==> src/shared/core_mem_pkg.sv <==
// shared constants and carrier types for the data memory and program counter core
package core_mem_pkg;
  localparam int DATA_W      = 8;
  localparam int PC_W        = 13;
  localparam int DADDR_W     = 9;
  localparam int STACK_DEPTH = 8;
  localparam int SPTR_W      = 3;
  localparam int LATCH_W     = 5;
  localparam int TARGET_W    = 11;
  localparam int FILE_W      = 7;
  // bank layout
  localparam logic [6:0] SPECIAL_TOP   = 7'h1f;   // first 32 of each bank
  localparam logic [6:0] BIG_B0_LO     = 7'h20;
  localparam logic [6:0] SMALL_B0_LO   = 7'h40;
  localparam logic [6:0] BIG_B1_HI     = 7'h3f;   // a0h-bfh within bank 1
  localparam logic [6:0] MIRROR_LO     = 7'h70;   // f0h-ffh -> 70h-7fh
  localparam logic [6:0] PORT_OFFSET   = 7'h00;   // indirect data port
  localparam logic [6:0] PCLOW_OFFSET  = 7'h02;   // program counter low byte
  localparam logic [6:0] PTR_OFFSET    = 7'h04;   // file select pointer
  localparam logic [7:0] ZERO_BYTE     = 8'h00;
  localparam logic [12:0] PC_RESET     = 13'h0000;
  localparam logic [6:0] RAM_DEPTH_BIG = 7'h7f;

  // access request from the execution core
  typedef struct packed {
    logic       rd;
    logic       wr;
    logic [6:0] fileAddr;
    logic [7:0] wdata;
  } data_req_s;

  // program flow request from the execution core
  typedef struct packed {
    logic        step;      // ordinary increment
    logic        jump;      // call or goto
    logic        call;      // call: push return address
    logic        irq;       // interrupt vectoring: push and load vector
    logic        ret;       // any return kind
    logic [10:0] target;
    logic [12:0] vector;
  } flow_req_s;
endpackage

==> src/core/core_data_memory_pc_stack.sv <==
// data memory map, indirect addressing, program counter and return stack
`timescale 1ns/1ps
`default_nettype none
module core_data_memory_pc_stack #(
  parameter bit BIG_VARIANT = 1'b1
) (
  input  wire logic                    clk,
  input  wire logic                    rstn,
  input  wire logic                    ce,
  input  wire core_mem_pkg::data_req_s dreq,
  input  wire core_mem_pkg::flow_req_s freq,
  input  wire logic                    bankSelectBit,
  input  wire logic                    upperBankReservedBit,
  input  wire logic                    indirectBankBit,
  input  wire logic [4:0]              pcHighLatch,
  output logic      [7:0]              rdata,
  output logic                         rvalid,
  output logic      [12:0]             pc,
  output logic      [7:0]              filePointer,
  output logic                         specialHit,
  output logic      [8:0]              dataAddr
);
  logic [7:0]  ram [128];
  logic [7:0]  next_ram [128];
  logic [7:0]  next_rdata;
  logic        next_rvalid;
  logic [12:0] next_pc;
  logic [7:0]  next_filePointer;
  logic        next_specialHit;
  logic [8:0]  next_dataAddr;
  logic [8:0]  effAddr;
  logic        viaPort;
  logic        selfRef;
  logic        ramHit;
  logic [6:0]  ramIdx;
  logic        stackPush;
  logic        stackPop;
  logic [12:0] stackTop;
  logic [12:0] pcPlus;

  assign pcPlus = pc + 13'h0001;

  always_comb begin
    viaPort = (dreq.fileAddr == core_mem_pkg::PORT_OFFSET);
    if (viaPort) begin
      effAddr = {indirectBankBit, filePointer};
    end else begin
      effAddr = {1'b0, bankSelectBit, dreq.fileAddr};
    end
    selfRef = viaPort && (effAddr[6:0] == core_mem_pkg::PORT_OFFSET);
  end

  always_comb begin
    ramHit = 1'b0;
    ramIdx = effAddr[6:0];
    if (effAddr[8] == 1'b0 && effAddr[6:0] > core_mem_pkg::SPECIAL_TOP) begin
      if (!effAddr[7]) begin
        ramHit = BIG_VARIANT ? 1'b1 : (effAddr[6:0] >= core_mem_pkg::SMALL_B0_LO);
      end else if (effAddr[6:0] >= core_mem_pkg::MIRROR_LO) begin
        ramHit = BIG_VARIANT ? 1'b1 : 1'b1;
      end else if (BIG_VARIANT && effAddr[6:0] <= core_mem_pkg::BIG_B1_HI) begin
        ramHit = 1'b1;
        ramIdx = effAddr[6:0] - core_mem_pkg::BIG_B0_LO;  // a0h-bfh -> 00h-1fh
      end
    end
  end

  // register file storage, direct or indirect
  genvar g;
  generate
    for (g = 0; g < 128; g++) begin : gRam
      always_comb begin
        next_ram[g] = ram[g];
        if (dreq.wr && ramHit && !selfRef && ramIdx == 7'(g)) begin
          next_ram[g] = dreq.wdata;
        end
      end
      always_ff @(posedge clk or negedge rstn) begin
        if (!rstn) begin
          ram[g] <= core_mem_pkg::ZERO_BYTE;
        end else if (ce) begin
          ram[g] <= next_ram[g];
        end
      end
    end
  endgenerate

  // read data and pointer register
  always_comb begin
    next_rvalid      = dreq.rd;
    next_rdata       = core_mem_pkg::ZERO_BYTE;
    next_filePointer = filePointer;
    next_specialHit  = dreq.rd | dreq.wr ? (effAddr[6:0] <= core_mem_pkg::SPECIAL_TOP) : 1'b0;
    next_dataAddr    = effAddr;
    if (dreq.rd) begin
      if (selfRef) begin
        next_rdata = core_mem_pkg::ZERO_BYTE;
      end else if (effAddr[6:0] == core_mem_pkg::PCLOW_OFFSET) begin
        next_rdata = pc[7:0];
      end else if (effAddr[6:0] == core_mem_pkg::PTR_OFFSET) begin
        next_rdata = filePointer;
      end else if (ramHit) begin
        next_rdata = ram[ramIdx];
      end else begin
        next_rdata = core_mem_pkg::ZERO_BYTE;
      end
    end
    if (dreq.wr && !selfRef && effAddr[6:0] == core_mem_pkg::PTR_OFFSET) begin
      next_filePointer = dreq.wdata;
    end
  end

  assign stackPush = freq.call | freq.irq;
  assign stackPop  = freq.ret & ~stackPush;

  // program counter next value
  always_comb begin
    next_pc = pc;
    if (freq.irq) begin
      next_pc = freq.vector;
    end else if (freq.ret) begin
      next_pc = stackTop;
    end else if (dreq.wr && !selfRef && effAddr[6:0] == core_mem_pkg::PCLOW_OFFSET) begin
      // low byte write with latch 4:0
      next_pc = {pcHighLatch, dreq.wdata};
    end else if (freq.jump) begin
      next_pc = {pcHighLatch[4:3], freq.target};
    end else if (freq.step) begin
      next_pc = pcPlus;
    end
  end

  // upper bits have no data path
  always_ff @(posedge clk or negedge rstn) begin
    if (!rstn) begin
      pc          <= core_mem_pkg::PC_RESET;
      rdata       <= core_mem_pkg::ZERO_BYTE;
      rvalid      <= 1'b0;
      filePointer <= core_mem_pkg::ZERO_BYTE;
      specialHit  <= 1'b0;
      dataAddr    <= '0;
    end else if (ce) begin
      pc          <= next_pc;
      rdata       <= next_rdata;
      rvalid      <= next_rvalid;
      filePointer <= next_filePointer;
      specialHit  <= next_specialHit;
      dataAddr    <= next_dataAddr;
    end
  end

  // latch is an input, never written by stack
  return_stack #(
    .DEPTH (core_mem_pkg::STACK_DEPTH),
    .PW    (core_mem_pkg::SPTR_W),
    .AW    (core_mem_pkg::PC_W)
  ) uStack (
    .clk      (clk),
    .rstn     (rstn),
    .ce       (ce),
    .push     (stackPush),
    .pop      (stackPop),
    .pushData (freq.irq ? pc : pcPlus),
    .top      (stackTop)
  );

  // assertions
  pc_reset_a: assert property (@(posedge clk) $rose(rstn) |-> pc == 13'h0000)
    else $error("pc not zero after reset");
  pc_write_a: assert property (@(posedge clk) disable iff (!rstn)
    ce && dreq.wr && !viaPort && !freq.irq && !freq.ret
    && dreq.fileAddr == 7'h02 |=> pc == {$past(pcHighLatch), $past(dreq.wdata)})
    else $error("low byte write did not load pc");
  jump_load_a: assert property (@(posedge clk) disable iff (!rstn)
    ce && freq.jump && !freq.irq && !freq.ret && !dreq.wr
    |=> pc == {$past(pcHighLatch[4:3]), $past(freq.target)})
    else $error("jump target wrong");
  call_ret_a: assert property (@(posedge clk) disable iff (!rstn)
    ce && freq.call && freq.jump && !freq.irq && !dreq.wr ##1
    ce && freq.ret && !freq.call && !freq.irq |=> pc == $past(pc, 2) + 13'h0001)
    else $error("return did not restore pc");
  unimpl_zero_a: assert property (@(posedge clk) disable iff (!rstn)
    ce && dreq.rd && !viaPort && bankSelectBit
    && dreq.fileAddr >= 7'h40 && dreq.fileAddr < 7'h70 |=> rdata == 8'h00)
    else $error("unimplemented read not zero");
  self_ref_a: assert property (@(posedge clk) disable iff (!rstn)
    ce && dreq.rd && viaPort && filePointer == 8'h00 |=> rdata == 8'h00 && rvalid)
    else $error("self reference read not zero");
  mirror_a: assert property (@(posedge clk) disable iff (!rstn)
    ce && dreq.wr && !viaPort && bankSelectBit && dreq.fileAddr == 7'h70 ##1
    ce && dreq.rd && !dreq.wr && !viaPort && !bankSelectBit && dreq.fileAddr == 7'h70
    |=> rdata == $past(dreq.wdata, 2))
    else $error("mirror window mismatch");
  ind_addr_a: assert property (@(posedge clk) disable iff (!rstn)
    ce && dreq.rd && viaPort |=> dataAddr == {$past(indirectBankBit), $past(filePointer)})
    else $error("indirect address wrong");
  // interrupt vectoring loads the vector
  irq_load_a: assert property (@(posedge clk) disable iff (!rstn)
    ce && freq.irq |=> pc == $past(freq.vector))
    else $error("interrupt vector not loaded");
  // interrupt then return restores interrupted pc
  irq_ret_a: assert property (@(posedge clk) disable iff (!rstn)
    ce && freq.irq ##1 ce && freq.ret && !freq.call && !freq.irq
    |=> pc == $past(pc, 2))
    else $error("return after interrupt wrong");
  // pointer register takes direct writes
  ptr_write_a: assert property (@(posedge clk) disable iff (!rstn)
    ce && dreq.wr && !viaPort && dreq.fileAddr == core_mem_pkg::PTR_OFFSET
    |=> filePointer == $past(dreq.wdata))
    else $error("pointer write lost");
  // direct address is bank bit over field
  direct_addr_a: assert property (@(posedge clk) disable iff (!rstn)
    ce && !viaPort |=> dataAddr == {1'b0, $past(bankSelectBit), $past(dreq.fileAddr)})
    else $error("direct address wrong");
  // plain step increments pc
  step_inc_a: assert property (@(posedge clk) disable iff (!rstn)
    ce && freq.step && !freq.jump && !freq.irq && !freq.ret && !dreq.wr
    |=> pc == $past(pc) + 13'h0001)
    else $error("pc step wrong");
  // no read, no valid pulse
  rvalid_idle_a: assert property (@(posedge clk) disable iff (!rstn)
    ce && !dreq.rd |=> !rvalid && rdata == core_mem_pkg::ZERO_BYTE)
    else $error("read valid without read");
  // main scenarios reached
  call_c: cover property (@(posedge clk) disable iff (!rstn) ce && freq.call);
  irq_c: cover property (@(posedge clk) disable iff (!rstn) ce && freq.irq);
  ret_c: cover property (@(posedge clk) disable iff (!rstn) ce && freq.ret);
  ind_c: cover property (@(posedge clk) disable iff (!rstn) ce && dreq.wr && viaPort);
endmodule
`default_nettype wire

==> src/core/return_stack.sv <==
// eight entry circular return address stack
`timescale 1ns/1ps
`default_nettype none
module return_stack #(
  parameter int DEPTH = 8,
  parameter int PW    = 3,
  parameter int AW    = 13
) (
  input  wire logic          clk,
  input  wire logic          rstn,
  input  wire logic          ce,
  input  wire logic          push,
  input  wire logic          pop,
  input  wire logic [AW-1:0] pushData,
  output logic      [AW-1:0] top
);
  logic [AW-1:0] entry [DEPTH];
  logic [AW-1:0] next_entry [DEPTH];
  logic [PW-1:0] ptr;
  logic [PW-1:0] next_ptr;

  always_comb begin
    next_ptr = ptr;
    if (push) begin
      next_ptr = ptr + 1'b1;
    end else if (pop) begin
      next_ptr = ptr - 1'b1;
    end
  end

  // per entry write on push at pointer
  genvar g;
  generate
    for (g = 0; g < DEPTH; g++) begin : gEntry
      always_comb begin
        next_entry[g] = entry[g];
        if (push && ptr == PW'(g)) begin
          next_entry[g] = pushData;
        end
      end
      always_ff @(posedge clk or negedge rstn) begin
        if (!rstn) begin
          entry[g] <= '0;
        end else if (ce) begin
          entry[g] <= next_entry[g];
        end
      end
    end
  endgenerate

  always_ff @(posedge clk or negedge rstn) begin
    if (!rstn) begin
      ptr <= '0;
    end else if (ce) begin
      ptr <= next_ptr;
    end
  end

  assign top = entry[ptr - 1'b1];
endmodule
`default_nettype wire

==> config.mk <==
export PLATFORM = sky130hd
export DESIGN_NAME = core_data_memory_pc_stack
export DESIGN_NICKNAME = d
export VERILOG_FILES = /design/src/shared/core_mem_pkg.sv /design/src/core/core_data_memory_pc_stack.sv /design/src/core/return_stack.sv
export SDC_FILE = /design/constraint.sdc
export NUM_CORES = 2
export LEC_CHECK = 0
export ABC_AREA = 1
export BUFFER_PORTS_ARGS = -buffer_cell sky130_fd_sc_hd__buf_2
export CAP_MARGIN = 15
export CELL_PAD_IN_SITES_DETAIL_PLACEMENT = 1
export CELL_PAD_IN_SITES_GLOBAL_PLACEMENT = 1
export CORE_UTILIZATION = 42
export DETAILED_ROUTE_END_ITERATION = 8
export HOLD_SLACK_MARGIN = 0.05
export PLACE_DENSITY_LB_ADDON = 0.1
export SYNTH_ARGS = -nofsm -noshare
export SYNTH_HDL_FRONTEND = slang
export SYNTH_SLANG_ARGS = --single-unit
==> constraint.sdc <==
create_clock -name clk -period 3.3 [get_ports clk]
set_input_delay 0.33 -clock clk [delete_from_list [all_inputs] [get_ports clk]]
set_output_delay 0.33 -clock clk [all_outputs]
set_load 0.05 [all_outputs]
==> flow_results.xml <==
<?xml version="1.0" encoding="UTF-8"?>
<metrics>
  <group name="outcome">
    <metric name="outcome" unit="">completed</metric>
  </group>
  <group name="worst_setup_path">
    <metric name="worst_ep_required_time" unit="ns">4.01</metric>
    <metric name="ff2ff_path_depth" unit="">21</metric>
    <metric name="crit_path_start_kind" unit="">flop</metric>
    <metric name="critPathMaxFanout" unit="">21</metric>
    <metric name="timing.critical_path.to_type" unit="">flop</metric>
    <metric name="critical_path.reg2reg.endpoint" unit="">rdata[1]$_DFFE_PN0P_</metric>
    <metric name="cp_data_arrival_time" unit="ns">3.86</metric>
    <metric name="r2r-start" unit="">filePointer[0]$_DFFE_PN0P_</metric>
    <metric name="crit_type" unit="">reg2reg</metric>
    <metric name="ff2ff_setup_slack" unit="ns">0.15</metric>
  </group>
  <group name="cells_and_area">
    <metric name="multi_input_gate_area_in_the_final_layout" unit="sq um">23560</metric>
    <metric name="post-route-util" unit="">0.5003</metric>
    <metric name="final-seq-area" unit="sq um">29310</metric>
    <metric name="final_layout_size_suffix_gt1_frac" unit="">0.1504</metric>
    <metric name="final_nets" unit="">7359</metric>
    <metric name="area_delta_synth_final" unit="%">18.12</metric>
    <metric name="fillerInstances" unit="">15885</metric>
    <metric name="layout.cells.non_filler" unit="">9148</metric>
  </group>
  <group name="die">
    <metric name="dieArea" unit="sq um">134200</metric>
    <metric name="core-area" unit="sq um">131600</metric>
    <metric name="std_cell_rows" unit="">133</metric>
    <metric name="initial_core_util" unit="">0.4236</metric>
    <metric name="die_height" unit="um">366.4</metric>
    <metric name="io_pins" unit="">97</metric>
    <metric name="fp.dieW" unit="um">366.4</metric>
  </group>
  <group name="route">
    <metric name="detail_route.wl_per_cell" unit="um">21.64</metric>
    <metric name="dr.max_layer_used" unit="">met4</metric>
    <metric name="routed-via-count" unit="">49184</metric>
    <metric name="drc" unit="">0</metric>
    <metric name="routed_via_density" unit="">5.376</metric>
    <metric name="wl" unit="um">198000</metric>
    <metric name="total_length_of_routed_met3_wires" unit="um">7214</metric>
    <metric name="antenna_violating_nets_post_route" unit="">0</metric>
    <metric name="drt_pre_antenna_iters" unit="">5</metric>
    <metric name="wirelength_met1" unit="um">90590</metric>
    <metric name="met2WireLength" unit="um">94650</metric>
    <metric name="first_iter_violations" unit="">3609</metric>
  </group>
  <group name="job">
    <metric name="maxCapViolations" unit="">0</metric>
  </group>
  <group name="place">
    <metric name="placed_cells" unit="">8879</metric>
    <metric name="numPortBuffers" unit="">95</metric>
    <metric name="finalWeightedCongestion" unit="">0.8772</metric>
    <metric name="hpwlAfterDp" unit="um">129200</metric>
    <metric name="pre_cts_slack" unit="ns">-0.2836</metric>
  </group>
  <group name="yosys">
    <metric name="synth_top_area_frac" unit="">0.5255</metric>
    <metric name="synth.ff_latch_count" unit="">1171</metric>
    <metric name="synth.lib_cells_used.distinct" unit="">44</metric>
    <metric name="synth_area_per_cell" unit="sq um">7.854</metric>
    <metric name="synthesis.nets" unit="">7168</metric>
    <metric name="synth_top_cells_by_area" unit="">sky130_fd_sc_hd__dfrtp_1 (53%), sky130_fd_sc_hd__nand2_1 (15%), sky130_fd_sc_hd__o21ai_0 (7.7%)</metric>
    <metric name="mappedNetlistArea" unit="sq um">55760</metric>
    <metric name="synth_cells" unit="">7099</metric>
    <metric name="yosys_warnings" unit="">0</metric>
    <metric name="netlist.top_cell.by_area" unit="">sky130_fd_sc_hd__dfrtp_1</metric>
    <metric name="synth_sequential_area_ratio" unit="">0.5255</metric>
  </group>
  <group name="global_route">
    <metric name="grt_pass1_vias" unit="">50652</metric>
    <metric name="grt-ovfl-total" unit="">0</metric>
    <metric name="pin_count_of_the_biggest_net_entering_global_routing" unit="">125</metric>
    <metric name="first_pass_grt_wire_length" unit="um">310500</metric>
    <metric name="gr-usage-all-layers" unit="">0.2978</metric>
    <metric name="initial_antenna_violation_count" unit="">2</metric>
  </group>
  <group name="min_path">
    <metric name="worstHoldEndpoint" unit="">ram[642]$_DFFE_PN0P_</metric>
    <metric name="timing.hold.worst_path_depth" unit="">3</metric>
    <metric name="timing.hold.worst.start" unit="">dreq[2]</metric>
    <metric name="worstHoldPathType" unit="">in2reg</metric>
  </group>
  <group name="power_and_ir_drop">
    <metric name="share_comb_of_total_power" unit="">0.179</metric>
    <metric name="power-per-cell-area" unit="nW/um^2">581.0</metric>
    <metric name="switching_share" unit="">0.3057</metric>
    <metric name="vdd_ir_drop_max" unit="V">0.0005483</metric>
    <metric name="power.static_leakage" unit="uW">0.03270</metric>
    <metric name="power.share.sequential" unit="">0.421</metric>
    <metric name="p_int" unit="uW">26570</metric>
    <metric name="netSwitchingPower" unit="uW">11700</metric>
    <metric name="clkPwrFrac" unit="">0.400</metric>
  </group>
  <group name="clock_network">
    <metric name="cts_num_sinks" unit="">1171</metric>
    <metric name="h_tree_levels" unit="">4</metric>
    <metric name="clock_insertion_delay_worst_skew" unit="ns">0.79</metric>
    <metric name="cts_root_buf" unit="">sky130_fd_sc_hd__clkbuf_16</metric>
    <metric name="ctsLongestPathBuffers" unit="">3</metric>
    <metric name="tritoncts.num_buffers" unit="">137</metric>
    <metric name="clk_pin_slew" unit="ns">0.06</metric>
    <metric name="tritoncts" unit="">done</metric>
  </group>
  <group name="sta">
    <metric name="finalSetupViolCount" unit="">0</metric>
    <metric name="layout_min_cycle_time" unit="ns">3.153</metric>
    <metric name="fmax" unit="MHz">317.2</metric>
    <metric name="final.setup.worst_slack" unit="ns">0.1471</metric>
    <metric name="fin_worst_skew" unit="ns">0.02863</metric>
    <metric name="final-hold-violation-count" unit="">0</metric>
    <metric name="layout_worst_path_cycle_share" unit="">0.9554</metric>
    <metric name="slew_headroom" unit="">0.3943</metric>
    <metric name="tightestPinTransition" unit="ns">0.9021</metric>
    <metric name="fin_hold_ws" unit="ns">0.07081</metric>
    <metric name="finalMaxSlewViolations" unit="">0</metric>
  </group>
</metrics>
## cells by family after synthesis
| kind of cell | synth area share |
|---|---|
| AOI/OAI and AO/OA | 0.1492 |
| buffers and inverters | 0.05377 |
| adders and majority gates | 0.002693 |
| DFF | 0.5255 |
| muxes | 0.0001795 |
| xor gates and xnor gates | 0.002199 |
| and+or+nand+nor | 0.2664 |
## synth_stat cells (all sizes together)
master	instances
nor2	889
o211ai	12
a21boi	1
buf	142
a21oi	42
nand3b	1
o22ai	19
nand4	2
o221ai	3
dfrtp	1171
a31oi	7
xnor2	5
xor2	9
nor3	17
nand2	2383
o311ai	2
a22oi	3
clkinv	2
a211oi	3
mux2i	1
o21ai	1488
clkbuf	330
ha	12
o21bai	1
nor4	1
nand3	129
or2	163
inv	261
## power by group through the flow
stage	logic (uW)	registers [uW]	clock network [uW]
after floorplan	3740	16400	0
after global placement	6590	16300	0
after detailed placement	6760	16300	0
after CTS	6840	16100	15600
after global routing	7580	16200	16100
final	6860	16100	15300
## what timing repair did
item,4_1_cts,5_1_grt
hold endpoints to repair,565,0
gates resized for setup,0,16
endpoints found under the setup margin,0,13
setup buffers,0,2
hold buffers,25,0
## cell type report
class / count / area share
clock buffers: 208 / 0.06176
repair buffers: 524 / 0.08000
flip-flops and latches: 1171 / 0.4450
inverters: 263 / 0.01564
diodes: 1 / 0.00003800
multi-input cells: 5193 / 0.3578
well taps: 1755 / 0.03334
clock inverters: 33 / 0.006478
## worst max-delay path, stage by stage (launching register included)
cell                      delay, ns
sky130_fd_sc_hd__dfrtp_1       0.46
sky130_fd_sc_hd__inv_1         0.12
sky130_fd_sc_hd__nand3_1       0.14
sky130_fd_sc_hd__nand2_4       0.11
sky130_fd_sc_hd__nand2_4       0.16
sky130_fd_sc_hd__buf_12        0.22
sky130_fd_sc_hd__buf_12        0.19
sky130_fd_sc_hd__nor2_1        0.07
sky130_fd_sc_hd__nor2_1        0.22
sky130_fd_sc_hd__nand2_1       0.09
sky130_fd_sc_hd__nand2_1       0.07
sky130_fd_sc_hd__nand2_1       0.08
sky130_fd_sc_hd__o21ai_0       0.21
sky130_fd_sc_hd__buf_4         0.16
sky130_fd_sc_hd__nand2_1       0.05
sky130_fd_sc_hd__nand2_1       0.06
sky130_fd_sc_hd__nand2_1       0.05
sky130_fd_sc_hd__nand2_1       0.11
sky130_fd_sc_hd__nand3_1       0.19
sky130_fd_sc_hd__nand2_1       0.14
sky130_fd_sc_hd__nand2_1       0.06
sky130_fd_sc_hd__nand2_1       0.05
## state kept, by name (all words and copies together) (netlist names)
signal	count
uStack.ptr	3
rvalid	1
dataAddr	9
ram	1024
pc	13
filePointer	8
specialHit	1
rdata	8
uStack.entry	104
## cell usage in the layout (no fill, tap or decap), drive strengths merged
master,synthesis,final
a211oi,3,3
a21boi,1,1
a21oi,42,42
a22oi,3,3
a31oi,7,7
buf,142,499
bufinv,0,5
clkbuf,330,208
clkinv,2,24
clkinvlp,0,1
dfrtp,1171,1171
diode,0,1
dlygate4sd3,0,25
ha,12,12
inv,261,266
mux2i,1,1
nand2,2383,2383
nand3,129,129
nand3b,1,1
nand4,2,2
nor2,889,889
nor3,17,17
nor4,1,1
o211ai,12,12
o21ai,1488,1488
o21bai,1,1
o221ai,3,3
o22ai,19,19
o311ai,2,2
or2,163,163
xnor2,5,5
xor2,9,9
## routing by layer
layer / vias up / GRT usage
met5: - / 0
li1: 23060 / -
met2: 898 / 0.4926
met1: 24946 / 0.4123
met4: 0 / 0.08867
met3: 280 / 0.03191
## per-stage QoR
step	TNS [ns]	power, uW	instance area, sq um
floorplan	0	20130	55760
global placement	-7.135	22860	61060
detailed placement	-11.74	23080	61060
CTS	0	38520	65800
global route	-0.01106	39910	65860
finish	0	38260	65860
## worst max-delay path by stage
stage                                     startpoint                    to  slack, ns  cells past startpoint
after detailed placement                    dreq[11]  rdata[6]$_DFFE_PN0P_      -0.28                     24
after CTS                 filePointer[0]$_DFFE_PN0P_  rdata[4]$_DFFE_PN0P_       0.02                     19
final                     filePointer[0]$_DFFE_PN0P_  rdata[1]$_DFFE_PN0P_       0.15                     21
after global routing      filePointer[1]$_DFFE_PN0P_  ram[741]$_DFFE_PN0P_      -0.01                     17
after global placement                      dreq[11]  rdata[6]$_DFFE_PN0P_      -0.20                     24
after floorplan                              dreq[8]  ram[381]$_DFFE_PN0P_       0.18                     22
Power figures use the tool's default switching activity.
